<file path="src/design/wbl_pkg.sv">
// Shared constants for the write-burst link: mode word layout, burst codes,
// spacing figures and the controller's register map.
// Assumes both ends import it and agree on the link widths given as parameters.
package wbl_pkg;
	// Pipeline depth; must exceed the largest write latency (31 + 31)
	localparam int WLMAX = 64;
	// Write-data slots held by the controller while bursts are in flight
	localparam int SLOTS = 16;
	// Link clock half period, in system clocks
	localparam int LINK_HALF = 2;
	// Burst mode codes in the low two bits of mode register zero
	localparam logic [1:0] BM_BL8 = 2'h0;
	localparam logic [1:0] BM_SEL = 2'h1;
	localparam logic [1:0] BM_BC4 = 2'h2;
	// Mode word field positions
	localparam int MF_BM = 0;
	localparam int MF_MASK = 2;
	localparam int MF_DBI = 3;
	localparam int MF_CRC = 4;
	localparam int MF_PRE2 = 5;
	localparam int MF_AL = 6;
	localparam int MF_CWL = 11;
	localparam int MF_LATW = 5;
	localparam logic [15:0] MODE_RST = 16'h0000;
	// Link cycles carrying data (two beats per cycle)
	localparam logic [2:0] CYC_BL8 = 3'h4;
	localparam logic [2:0] CYC_BC4 = 3'h2;
	// Precharge tail after write latency, in link clocks
	localparam logic [7:0] TAIL_BL8 = 8'h04;
	localparam logic [7:0] TAIL_BC4 = 8'h02;
	// Write-to-write spacing limits and the long-preamble column latency limit, in link clocks
	localparam logic [3:0] CCD_MIN = 4'h4;
	localparam logic [3:0] CCD_PRE2_BAD = 4'h5;
	localparam logic [3:0] SINCE_RST = 4'hF;
	localparam logic [4:0] CWL_PRE2_BAD = 5'h09;
	// Controller register byte offsets
	localparam logic [7:0] REG_CMD = 8'h00;
	localparam logic [7:0] REG_MODE = 8'h04;
	localparam logic [7:0] REG_DATA0 = 8'h08;
	localparam logic [7:0] REG_DATA1 = 8'h0C;
	localparam logic [7:0] REG_DATA2 = 8'h10;
	localparam logic [7:0] REG_DATA3 = 8'h14;
	localparam logic [7:0] REG_MASK = 8'h18;
	localparam logic [7:0] REG_STATUS = 8'h1C;
	// Command word fields
	localparam int CF_AP = 2;
	localparam int CF_BS = 3;
	localparam int CF_BANK = 4;
	localparam int CF_COL = 8;
	localparam logic [1:0] OP_WRITE = 2'h0;
	localparam logic [1:0] OP_ACT = 2'h1;
	localparam logic [1:0] OP_MODE = 2'h2;
endpackage

</file>
<file path="src/design/wbl_link_if.sv">
// Link between memory controller and DRAM write path.
// Assumes the controller end drives every signal, linkClk included.
`timescale 1ns/100ps
`default_nettype none
interface wbl_link_if #(
	parameter int DW = 8,
	parameter int NL = 1,
	parameter int BANKW = 4,
	parameter int COLW = 10
);
	logic linkClk;
	logic cmdWr;
	logic cmdAct;
	logic cmdMrs;
	logic apBit;
	logic bsBit;
	logic [BANKW-1:0] bank;
	logic [COLW-1:0] col;
	logic [15:0] mrsData;
	logic dqsEn;
	logic [2*DW-1:0] dq;
	logic [2*NL-1:0] maskInvN;
	modport dev (input linkClk, cmdWr, cmdAct, cmdMrs, apBit, bsBit, bank, col, mrsData,
		dqsEn, dq, maskInvN);
	modport ctl (output linkClk, cmdWr, cmdAct, cmdMrs, apBit, bsBit, bank, col, mrsData,
		dqsEn, dq, maskInvN);
endinterface
`default_nettype wire

</file>
<file path="src/design/wbl_mem_ctl.sv">
// Memory controller end: register port, link clock divider, write scheduling
// with latency, preamble, spacing and precharge-wait bookkeeping.
// Assumes software uses the plain strobe port on the same clock.
`timescale 1ns/100ps
`default_nettype none
module wbl_mem_ctl
	import wbl_pkg::*;
#(
	parameter int DW = 8,
	parameter int NL = 1,
	parameter int BANKW = 4,
	parameter int COLW = 10,
	parameter logic [7:0] TWR_CYC = 8'h0C
)(
	input wire logic clock,
	input wire logic rst,
	input wire logic [7:0] addr,
	input wire logic [31:0] wdata,
	input wire logic wrStb,
	input wire logic rdStb,
	output logic [31:0] rdata,
	wbl_link_if.ctl link
);
	typedef struct packed {
		logic v;
		logic bc4;
		logic [3:0] slot;
	} wbl_sched_type;

	logic [31:0] rdata_nxt;
	logic [1:0] div_r, div_nxt;
	logic clk_r, clk_nxt, tick;
	logic [15:0] mode_r, mode_nxt, act_r, act_nxt;
	logic [31:0] data_r [4];
	logic [31:0] data_nxt [4];
	logic [15:0] mask_r, mask_nxt;
	logic pend_r, pend_nxt;
	logic [31:0] cmd_r, cmd_nxt;
	logic errCfg_r, errCfg_nxt, errBusy_r, errBusy_nxt;
	logic [3:0] since_r, since_nxt, slot_r, slot_nxt;
	logic [7:0] wait_r, wait_nxt;
	logic [8*DW-1:0] sData_r [SLOTS];
	logic [8*DW-1:0] sData_nxt [SLOTS];
	logic [8*NL-1:0] sMask_r [SLOTS];
	logic [8*NL-1:0] sMask_nxt [SLOTS];
	wbl_sched_type sch_r [WLMAX];
	wbl_sched_type sch_nxt [WLMAX];
	wbl_sched_type cur_r, cur_nxt, tap, curE;
	logic [2:0] left_r, left_nxt;
	logic [1:0] idx_r, idx_nxt, curIdx;
	logic oWr, oAct, oMrs, oAp, oBs, oDqs;
	logic oWr_nxt, oAct_nxt, oMrs_nxt, oAp_nxt, oBs_nxt, oDqs_nxt;
	logic [BANKW-1:0] oBank, oBank_nxt;
	logic [COLW-1:0] oCol, oCol_nxt;
	logic [15:0] oMrsD, oMrsD_nxt;
	logic [2*DW-1:0] oDq, oDq_nxt;
	logic [2*NL-1:0] oMsk, oMsk_nxt;
	logic [5:0] wl;
	logic pre2, bc4, canGo, badMode, start, active;
	logic [2:0] total;
	logic [7:0] tail;
	logic [127:0] allData;

	assign link.linkClk = clk_r;
	assign link.cmdWr = oWr;
	assign link.cmdAct = oAct;
	assign link.cmdMrs = oMrs;
	assign link.apBit = oAp;
	assign link.bsBit = oBs;
	assign link.bank = oBank;
	assign link.col = oCol;
	assign link.mrsData = oMrsD;
	assign link.dqsEn = oDqs;
	assign link.dq = oDq;
	assign link.maskInvN = oMsk;

	// Divider; link outputs change only as the link clock falls
	always_comb begin
		tick = clk_r && (div_r == 2'(LINK_HALF - 1));
		div_nxt = (div_r == 2'(LINK_HALF - 1)) ? 2'h0 : div_r + 2'h1;
		clk_nxt = (div_r == 2'(LINK_HALF - 1)) ? !clk_r : clk_r;
	end

	// Applied mode, issue checks
	always_comb begin
		wl = {1'b0, act_r[MF_AL +: MF_LATW]} + {1'b0, act_r[MF_CWL +: MF_LATW]};
		pre2 = act_r[MF_PRE2];
		bc4 = (act_r[MF_BM +: 2] == BM_BC4) || ((act_r[MF_BM +: 2] == BM_SEL) && !cmd_r[CF_BS]);
		tail = (act_r[MF_BM +: 2] == BM_BC4) ? TAIL_BC4 : TAIL_BL8;
		badMode = (mode_r[MF_PRE2] && (mode_r[MF_CWL +: MF_LATW] <= CWL_PRE2_BAD))
			|| (mode_r[MF_MASK] && mode_r[MF_DBI]);
		unique case (cmd_r[1:0])
			OP_WRITE: canGo = (since_r >= CCD_MIN) && !(pre2 && since_r == CCD_PRE2_BAD);
			OP_MODE: canGo = (wait_r == 8'h00); // Mode change only with the link idle
			default: canGo = 1'b1;
		endcase
	end

	// Registers, command issue and scheduling
	always_comb begin
		mode_nxt = mode_r;
		act_nxt = act_r;
		data_nxt = data_r;
		mask_nxt = mask_r;
		pend_nxt = pend_r;
		cmd_nxt = cmd_r;
		errCfg_nxt = errCfg_r;
		errBusy_nxt = errBusy_r;
		since_nxt = since_r;
		wait_nxt = wait_r;
		slot_nxt = slot_r;
		sData_nxt = sData_r;
		sMask_nxt = sMask_r;
		sch_nxt = sch_r;
		oWr_nxt = oWr;
		oAct_nxt = oAct;
		oMrs_nxt = oMrs;
		oAp_nxt = oAp;
		oBs_nxt = oBs;
		oBank_nxt = oBank;
		oCol_nxt = oCol;
		oMrsD_nxt = oMrsD;
		rdata_nxt = 32'h0000_0000;
		// Burst data words joined once, so a slot takes a plain slice of it
		allData = {data_r[3], data_r[2], data_r[1], data_r[0]};
		// Clears first so that a same-cycle set wins
		if (wrStb && addr == REG_STATUS) begin
			errCfg_nxt = errCfg_r && !wdata[1];
			errBusy_nxt = errBusy_r && !wdata[2];
		end
		if (wrStb) begin
			unique case (addr)
				REG_CMD: begin
					if (pend_r) begin
						errBusy_nxt = 1'b1;
					end else begin
						pend_nxt = 1'b1;
						cmd_nxt = wdata;
					end
				end
				REG_MODE: mode_nxt = wdata[15:0];
				REG_DATA0: data_nxt[0] = wdata;
				REG_DATA1: data_nxt[1] = wdata;
				REG_DATA2: data_nxt[2] = wdata;
				REG_DATA3: data_nxt[3] = wdata;
				REG_MASK: mask_nxt = wdata[15:0];
				default: ;
			endcase
		end
		if (rdStb) begin
			unique case (addr)
				REG_CMD: rdata_nxt = cmd_r;
				REG_MODE: rdata_nxt = {16'h0000, mode_r};
				REG_MASK: rdata_nxt = {16'h0000, mask_r};
				REG_STATUS: rdata_nxt = {28'h000_0000, wait_r == 8'h00, errBusy_r, errCfg_r, pend_r};
				REG_DATA0: rdata_nxt = data_r[0];
				REG_DATA1: rdata_nxt = data_r[1];
				REG_DATA2: rdata_nxt = data_r[2];
				REG_DATA3: rdata_nxt = data_r[3];
				default: rdata_nxt = 32'h0000_0000;
			endcase
		end
		if (tick) begin
			oWr_nxt = 1'b0;
			oAct_nxt = 1'b0;
			oMrs_nxt = 1'b0;
			since_nxt = (since_r == SINCE_RST) ? since_r : since_r + 4'h1;
			wait_nxt = (wait_r == 8'h00) ? wait_r : wait_r - 8'h01;
			for (int i = 1; i < WLMAX; i++) begin
				sch_nxt[i] = sch_r[i-1];
			end
			sch_nxt[0] = '0;
			if (pend_r && canGo) begin
				pend_nxt = 1'b0;
				oAp_nxt = cmd_r[CF_AP];
				oBs_nxt = cmd_r[CF_BS];
				oBank_nxt = cmd_r[CF_BANK +: BANKW];
				oCol_nxt = cmd_r[CF_COL +: COLW];
				unique case (cmd_r[1:0])
					OP_WRITE: begin
						oWr_nxt = 1'b1;
						since_nxt = 4'h1;
						sch_nxt[0] = '{v: 1'b1, bc4: bc4, slot: slot_r};
						sData_nxt[slot_r] = allData[8*DW-1:0];
						sMask_nxt[slot_r] = mask_r[8*NL-1:0];
						slot_nxt = slot_r + 4'h1;
						// Precharge may follow after latency, tail and recovery
						wait_nxt = 8'(wl) + tail + TWR_CYC;
					end
					OP_ACT: oAct_nxt = 1'b1;
					OP_MODE: begin
						if (badMode) begin
							errCfg_nxt = 1'b1;
						end else begin
							oMrs_nxt = 1'b1;
							oMrsD_nxt = mode_r;
							act_nxt = mode_r;
						end
					end
					default: errCfg_nxt = 1'b1;
				endcase
			end
		end
	end

	// Data burst drive, preamble on the strobe enable
	always_comb begin
		tap = sch_r[wl - 6'h01];
		start = tap.v;
		curE = start ? tap : cur_r;
		curIdx = start ? 2'h0 : idx_r;
		total = curE.bc4 ? CYC_BC4 : CYC_BL8;
		active = start || (left_r != 3'h0);
		cur_nxt = cur_r;
		idx_nxt = idx_r;
		left_nxt = left_r;
		oDqs_nxt = oDqs;
		oDq_nxt = oDq;
		oMsk_nxt = oMsk;
		if (tick) begin
			cur_nxt = curE;
			idx_nxt = active ? curIdx + 2'h1 : 2'h0;
			left_nxt = start ? total - 3'h1 : ((left_r != 3'h0) ? left_r - 3'h1 : 3'h0);
			oDqs_nxt = active || sch_r[wl - 6'h02].v || (pre2 && sch_r[wl - 6'h03].v);
			oDq_nxt = sData_r[curE.slot][curIdx*2*DW +: 2*DW];
			oMsk_nxt = {(2*NL){1'b1}};
			if (act_r[MF_MASK] && active) begin
				oMsk_nxt = ~sMask_r[curE.slot][curIdx*2*NL +: 2*NL];
			end
		end
	end

	always_ff @(posedge clock or posedge rst) begin
		if (rst) begin
			rdata <= 32'h0000_0000;
			div_r <= 2'h0;
			clk_r <= 1'b0;
			mode_r <= MODE_RST;
			act_r <= MODE_RST;
			data_r <= '{default: 32'h0000_0000};
			mask_r <= 16'h0000;
			pend_r <= 1'b0;
			cmd_r <= 32'h0000_0000;
			errCfg_r <= 1'b0;
			errBusy_r <= 1'b0;
			since_r <= SINCE_RST;
			wait_r <= 8'h00;
			slot_r <= 4'h0;
			sData_r <= '{default: '0};
			sMask_r <= '{default: '0};
			sch_r <= '{default: '0};
			cur_r <= '0;
			left_r <= 3'h0;
			idx_r <= 2'h0;
			{oWr, oAct, oMrs, oAp, oBs, oDqs} <= 6'h00;
			oBank <= '0;
			oCol <= '0;
			oMrsD <= 16'h0000;
			oDq <= '0;
			oMsk <= '1;
		end else begin
			rdata <= rdata_nxt;
			div_r <= div_nxt;
			clk_r <= clk_nxt;
			mode_r <= mode_nxt;
			act_r <= act_nxt;
			data_r <= data_nxt;
			mask_r <= mask_nxt;
			pend_r <= pend_nxt;
			cmd_r <= cmd_nxt;
			errCfg_r <= errCfg_nxt;
			errBusy_r <= errBusy_nxt;
			since_r <= since_nxt;
			wait_r <= wait_nxt;
			slot_r <= slot_nxt;
			sData_r <= sData_nxt;
			sMask_r <= sMask_nxt;
			sch_r <= sch_nxt;
			cur_r <= cur_nxt;
			left_r <= left_nxt;
			idx_r <= idx_nxt;
			{oWr, oAct, oMrs, oAp, oBs, oDqs} <= {oWr_nxt, oAct_nxt, oMrs_nxt, oAp_nxt, oBs_nxt, oDqs_nxt};
			oBank <= oBank_nxt;
			oCol <= oCol_nxt;
			oMrsD <= oMrsD_nxt;
			oDq <= oDq_nxt;
			oMsk <= oMsk_nxt;
		end
	end
endmodule
`default_nettype wire

</file>
<file path="src/flat_wrapper.sv">
// flat-port wrapper written by rule: the top's interface ports become plain ports
module wbl_mem_ctl_flat import wbl_pkg::*;
#(
	parameter int DW = 8,
	parameter int NL = 1,
	parameter int BANKW = 4,
	parameter int COLW = 10,
	parameter logic [7:0] TWR_CYC = 8'h0C
)
  (clock, rst, addr, wdata, wrStb, rdStb, rdata, link_linkClk, link_cmdWr, link_cmdAct, link_cmdMrs, link_apBit, link_bsBit, link_bank, link_col, link_mrsData, link_dqsEn, link_dq, link_maskInvN);
  wbl_link_if #(.DW(DW), .NL(NL), .BANKW(BANKW), .COLW(COLW)) link_i ();
  input wire logic clock;
  input wire logic rst;
  input wire logic [7:0] addr;
  input wire logic [31:0] wdata;
  input wire logic wrStb;
  input wire logic rdStb;
  output logic [31:0] rdata;
  output wire logic [$bits(link_i.linkClk)-1:0] link_linkClk;
  output wire logic [$bits(link_i.cmdWr)-1:0] link_cmdWr;
  output wire logic [$bits(link_i.cmdAct)-1:0] link_cmdAct;
  output wire logic [$bits(link_i.cmdMrs)-1:0] link_cmdMrs;
  output wire logic [$bits(link_i.apBit)-1:0] link_apBit;
  output wire logic [$bits(link_i.bsBit)-1:0] link_bsBit;
  output wire logic [$bits(link_i.bank)-1:0] link_bank;
  output wire logic [$bits(link_i.col)-1:0] link_col;
  output wire logic [$bits(link_i.mrsData)-1:0] link_mrsData;
  output wire logic [$bits(link_i.dqsEn)-1:0] link_dqsEn;
  output wire logic [$bits(link_i.dq)-1:0] link_dq;
  output wire logic [$bits(link_i.maskInvN)-1:0] link_maskInvN;
  assign link_linkClk = link_i.linkClk;
  assign link_cmdWr = link_i.cmdWr;
  assign link_cmdAct = link_i.cmdAct;
  assign link_cmdMrs = link_i.cmdMrs;
  assign link_apBit = link_i.apBit;
  assign link_bsBit = link_i.bsBit;
  assign link_bank = link_i.bank;
  assign link_col = link_i.col;
  assign link_mrsData = link_i.mrsData;
  assign link_dqsEn = link_i.dqsEn;
  assign link_dq = link_i.dq;
  assign link_maskInvN = link_i.maskInvN;
  wbl_mem_ctl #(.DW(DW), .NL(NL), .BANKW(BANKW), .COLW(COLW), .TWR_CYC(TWR_CYC)) u_core (.clock(clock), .rst(rst), .addr(addr), .wdata(wdata), .wrStb(wrStb), .rdStb(rdStb), .rdata(rdata), .link(link_i));
endmodule
</file>
<file path="config.mk">
export PLATFORM = sky130hd
export DESIGN_NAME = wbl_mem_ctl_flat
export DESIGN_NICKNAME = d
export VERILOG_FILES = /design/src/design/wbl_pkg.sv /design/src/design/wbl_link_if.sv /design/src/design/wbl_mem_ctl.sv /design/src/flat_wrapper.sv
export SDC_FILE = /design/constraint.sdc
export NUM_CORES = 2
export LEC_CHECK = 0
export BUFFER_PORTS_ARGS = -buffer_cell sky130_fd_sc_hd__clkbuf_2
export CAP_MARGIN = 25
export CORE_UTILIZATION = 57
export CTS_BUF_LIST = sky130_fd_sc_hd__clkbuf_4 sky130_fd_sc_hd__clkbuf_8
export CTS_CLUSTER_DIAMETER = 60
export DETAILED_ROUTE_END_ITERATION = 16
export GPL_ROUTABILITY_DRIVEN = 0
export PLACE_DENSITY = 0.78
export SETUP_SLACK_MARGIN = 0.05
export SLEW_MARGIN = 20
export SYNTH_ARGS = -nofsm -noshare
export SYNTH_HDL_FRONTEND = slang
export SYNTH_SLANG_ARGS = --single-unit
</file>
<file path="constraint.sdc">
create_clock -name clock -period 193.9 [get_ports clock]
set_input_delay 58.17 -clock clock [delete_from_list [all_inputs] [get_ports clock]]
set_output_delay 58.17 -clock clock [all_outputs]
set_load 0.005 [all_outputs]
</file>
# Word level (Yosys, flattened, before mapping)
# Index checks and enable logic that the tools add are counted.
dict set report totals {
  word_cells 399
  ff_bits 1846
}
dict set report classes {
  shift 2
  n_lt_le_gt_ge 8
  n_eq_ne 14
  n_mux 61
  bitwise_logic 8
  n_reduce_logical 38
  n_addsub 13
}
# op count
set ops {}
lappend ops {{$bwmux 1024} 1}
lappend ops {{$bmux 64 s4} 1}
lappend ops {{$demux 64 s4} 1}
lappend ops {{$pmux 32 s8} 1}
lappend ops {{$mux 64} 3}
lappend ops {{$bwmux 128} 1}
lappend ops {{$bmux 6 s6} 3}
lappend ops {{$shiftx 64x7->16} 1}
lappend ops {{$mux 6} 8}
lappend ops {{$mux 8} 6}
lappend ops {{$bmux 8 s4} 1}
lappend ops {{$demux 8 s4} 1}
lappend ops {{$eq 8x5->1 const B} 4}
lappend ops {{$mux 32} 1}
lappend ops {{$ge 7x7->1 const B} 3}
lappend ops {{$not 6->7} 3}
lappend ops {{$mux 1} 19}
lappend ops {{$eq 8x4->1 const B} 2}
lappend ops {{$logic_not 8->1} 2}
lappend ops {{$reduce_and 2->1} 7}
lappend ops {{$logic_and 1x1->1} 13}
lappend ops {{$mux 3} 4}
lappend ops {{$mux 4} 3}
lappend ops {{$sub 6x2->6 const B} 2}
lappend ops {{31 further kinds} 53}

# Longest topological paths before layout
dict set report depth {
  word_depth 14
  mapped_depth 30
  depth_no_buf 18
}

# Worst setup path before layout
# No wires, ideal clock.
dict set report synth_timing {
  path_kind {input-to-reg}
  start {in addr[0]}
  end {reg u_core.data_r (netlist bit u_core.allData[64])}
  setup_time_ps 125
  arrival_time_ps 60388
  setup_slack_ps 133388
  path_stages 5
  cell_sequence {or4_1 -> nor4_1 -> nand2_1 -> buf_1 -> mux2_2}
}
dict set report synth_via {
  elab_chain_cells 2
}
# item line
set synth_lines {}
lappend synth_lines {{start: declaration} flat_wrapper.sv:14} ;# input wire logic [7:0] addr;
lappend synth_lines {{$eq 8x5->1} wbl_mem_ctl.sv:132} ;# unique case (addr)
lappend synth_lines {{$reduce_and 2->1 (no line)} n/a}
lappend synth_lines {{end signal: assignment} wbl_mem_ctl.sv:267} ;# data_r <= data_nxt;
lappend synth_lines {{end: declaration} wbl_mem_ctl.sv:34} ;# logic [31:0] data_r [4];
# No other way between the ends.
# A chain may end at the register's enable or synchronous reset.

==> reports/metrics.yaml <==
die:
  die_h_um: 390
  ios: 131
  start_util_pct: 57.7
  die_area_sq_mm: 0.152
  core_sq_mm: 0.148
  fp.dieW_um: 390
  rows: 141
clock_network:
  clk_path_buf_depth: 4
  cts_resized: 0
  cts.sinks: 1844
  hold_buffers: 0
  h-tree-depth: 5
  cts-root-buf: "clkbuf_8"
  insertion_delay_ns: 1.03
  cts_tree: "built"
  cts_made_buffers: 314
  cts_setup_buffers: 0
  cts.clk_slew.worst_paths_ns: 0.06
power_and_ir_drop:
  intPower_mw: 0.601
  p_leak_nw: 46.4
  p_switching_mw: 0.179
  seq_power_share_pct: 51.0
  power_frac_comb_pct: 3.0
  power_density_mw_per_mm2: 8.31
  power_mw: 0.780
  pwr-share-clk_pct: 46.0
  vdd_drop_max_mv: 0.00638
  netSwitchingFraction_pct: 23.0
yosys:
  synth_compound_area_share_pct: 4.86
  synth_cells: 7323
  ys_warn_count: 0
  ys_types: 100
  ys_seq_area_share_pct: 53.9
  synth_fa_ha_area_share_pct: 0.368
  async_flop_share_pct: 100
  syn_area_sq_mm: 0.0856
  synth_area_per_cell_sq_um: 11.7
  muxShareOfSynthArea_pct: 25.7
  synth_ff_type: "dfrtp_1"
  yosys.area_share.xor_xnor_pct: 0.295
  syn-num-nets: 7391
  synth-edff-count: 0
  ys_ff_latch: 1844
  synth-simple-area-share_pct: 11.6
  synth_top_family_by_area: "multiplexers"
setup_path:
  path_delay_family: "buffers and inverters"
  end_kind: "async pin"
  required_ns: 194.92
  crit_arrival_ns: 63.13
  critPathBufInv: 7
  worstReg2RegStart: "u_core.link.mrsData[6]"
  r2r_end: "u_core.link.dq[14]"
  cpMaxStageDelayCell: "buf_4"
  crit_type: "input pin to async pin"
  crit_top_cell: "buf_4"
  crit_fanout: 127
  path_cells: "clkbuf_2 -> inv_8 -> buf_4 -> buf_4 -> buf_4 -> buf_4 -> buf_4"
  slowest_delay_ns: 0.85
  rrSetupSlack_ns: 184.60
  rr_worst_depth: 15
  cp-start-kind: "input pin"
layout:
  final_cell_mix: "1868 x nand2_1, 1838 x dfrtp_1, 1404 x mux2_2"
  syn_to_final_growth_pct: 9.68
  fin_nets: 7397
  final_common_cell: "nand2_1"
  drive_gt1_share_pct: 31.5
  finalNonFillerCells: 9533
detailed_routing:
  drt_first_pass_iters: 10
  wire_per_inst_um: 25.4
  wirelength_um: 243000
  vias: 60700
  vias_per_cell: 6.37
  post-route-drc-count: 0
  antenna_left: 0
  drt_iter0_drc: 6618
place:
  hpwl_um: 145000
  io_buffers: 130
  dp_cells: 9009
sta:
  setup_tns_ns: 0
  max_freq_mhz: 16.1
  setup_viol: 0
  fin_crit_sh_pct: 32.0
  slew_violations: 0
  fin_skew_ns: 0.0770
  tightest_slew_ns: 1.20
  rsz0062_at_grt: "false"
  hold_violations: 0
  min_period_ns: 62.11
  slew_headroom_pct: 20.2
global_routing:
  grt_use_total_pct: 32.0
  grt_max_degree: 165
  grt_pass1_vias: 61800
  gr-total-overflow: 0
  antenna_found_initial: 18
  grt_first_pass_wirelength_um: 372000
flow_run:
  maxCapViolCount: 0
outcome:
  status: "finished, final reports clean"
worst_hold_path:
  min_path_type: "register to register"
  hold_depth: 2
  holdPathEnd: "u_core.sch_r[189]"
  worstHoldStart: "u_core.sch_r[195]"
-- Yosys cell counts, drive strengths merged (11+ instances only) --
| library cell | instances | share of area, % |
|---|---|---|
| nand2 | 1886 | 8.3 |
| dfrtp | 1838 | 54 |
| mux2 | 1405 | 18 |
| clkbuf | 359 | 1.6 |
| mux2i | 327 | 3.8 |
| nand3 | 298 | 1.7 |
| buf | 199 | 1.5 |
| mux4 | 130 | 3.4 |
| nor2 | 97 | 0.48 |
| a21oi | 85 | 0.50 |
| o21ai | 71 | 0.42 |
| a22oi | 49 | 0.44 |
| a31oi | 47 | 0.34 |
| nand4 | 35 | 0.26 |
| a32oi | 34 | 0.35 |
| inv | 30 | 0.13 |
| a222oi | 29 | 0.34 |
| a211oi | 27 | 0.26 |
| and3 | 25 | 0.19 |
| nor3 | 25 | 0.17 |
| a2111oi | 23 | 0.27 |
| ha | 22 | 0.32 |
| o211ai | 19 | 0.17 |
| xnor2 | 18 | 0.19 |
| a221oi | 15 | 0.15 |
| a22o | 15 | 0.16 |
| nor4 | 14 | 0.12 |
| a21boi | 13 | 0.11 |
| o32a | 13 | 0.15 |
| and2 | 12 | 0.088 |
| or3 | 11 | 0.080 |
-- tightest hold or removal path, stage by stage, from the launching register on --
cell and delay, ns:
dfrtp_1 0.37, nand2_1 0.06, nand2_1 0.05
-- kinds of logic (layout without fill, tap and decap cells) --
logic type,after synthesis,count (layout)
AOI/OAI and AO/OA,551,551
other,0,6
xor gates and xnor gates,23,23
DFF,1844,1844
adders and majority gates,24,24
buffers and inverters,588,790
and+or+nand+nor,2431,2431
muxes,1862,1862
-- stage by stage --
step                setup WS (ns)  hold slack, ns  area (sq um)  util [%]
floorplan                   83.67           0.426         85600         -
detailed placement         130.61           0.456         87300      58.9
global route               131.03           0.479         93900      63.3
global placement           130.72           0.443         87300      58.8
finish                     131.79           0.450         93900      63.3
CTS                        131.68           0.457         93700      63.2
-- cell type report --
cell class                 instances  area [sq um]
fill                           11000         54500
sequential                      1844         46200
multi-input combinational       4891         37000
clock buffer                     481          6040
tap                             2002          2500
timing repair buffer             248          1720
clock inverter                    31           320
inverter                          30           123
antenna                            6          15.0
-- how the worst max path moves through the flow --
| stage | cells past startpoint | end | slack (ns) | from |
|---|---|---|---|---|
| 2_1_floorplan | 1 | u_core.allData[0] | 83.67 | rst |
| 3_3_place_gp | 7 | u_core.sData_r[0] | 130.72 | rst |
| 3_5_place_dp | 7 | u_core.cmd_r[20] | 130.61 | rst |
| 4_1_cts | 7 | u_core.allData[112] | 131.68 | rst |
| 5_1_grt | 7 | u_core.allData[80] | 131.03 | rst |
| 6_report | 7 | u_core.allData[93] | 131.79 | rst |
-- registers in the layout (all words and copies together) (netlist names), 8 cells and up --
register / count
u_core.sData_r: 1024
u_core.allData: 128
u_core.rdata: 32
u_core.wait_r: 8
u_core.sch_r: 383
u_core.link.col: 10
u_core.cmd_r: 32
u_core.mode_r: 16
u_core.mask_r: 16
u_core.link.mrsData: 16
u_core.link.dq: 16
u_core.sMask_r: 128
-- power groups by stage --
stage | logic [mW] | clock network, mW | registers [mW]
after floorplan | 0.0169 | 0 | 0.401
after global placement | 0.0224 | 0 | 0.404
after detailed placement | 0.0231 | 0 | 0.404
after CTS | 0.0231 | 0.362 | 0.398
after global routing | 0.0263 | 0.379 | 0.398
final | 0.0234 | 0.359 | 0.398
-- per-layer routing --
| layer | track usage [%] | wire, um | vias to the layer above |
|---|---|---|---|
| li1 | - | - | 25700 |
| met1 | 43.0 | 96300 | 31400 |
| met2 | 48.9 | 110000 | 2966 |
| met3 | 8.18 | 24400 | 702 |
| met4 | 15.1 | 11400 | 12 |
| met5 | 0 | 94 | - |
Power figures use the tool's default switching activity.
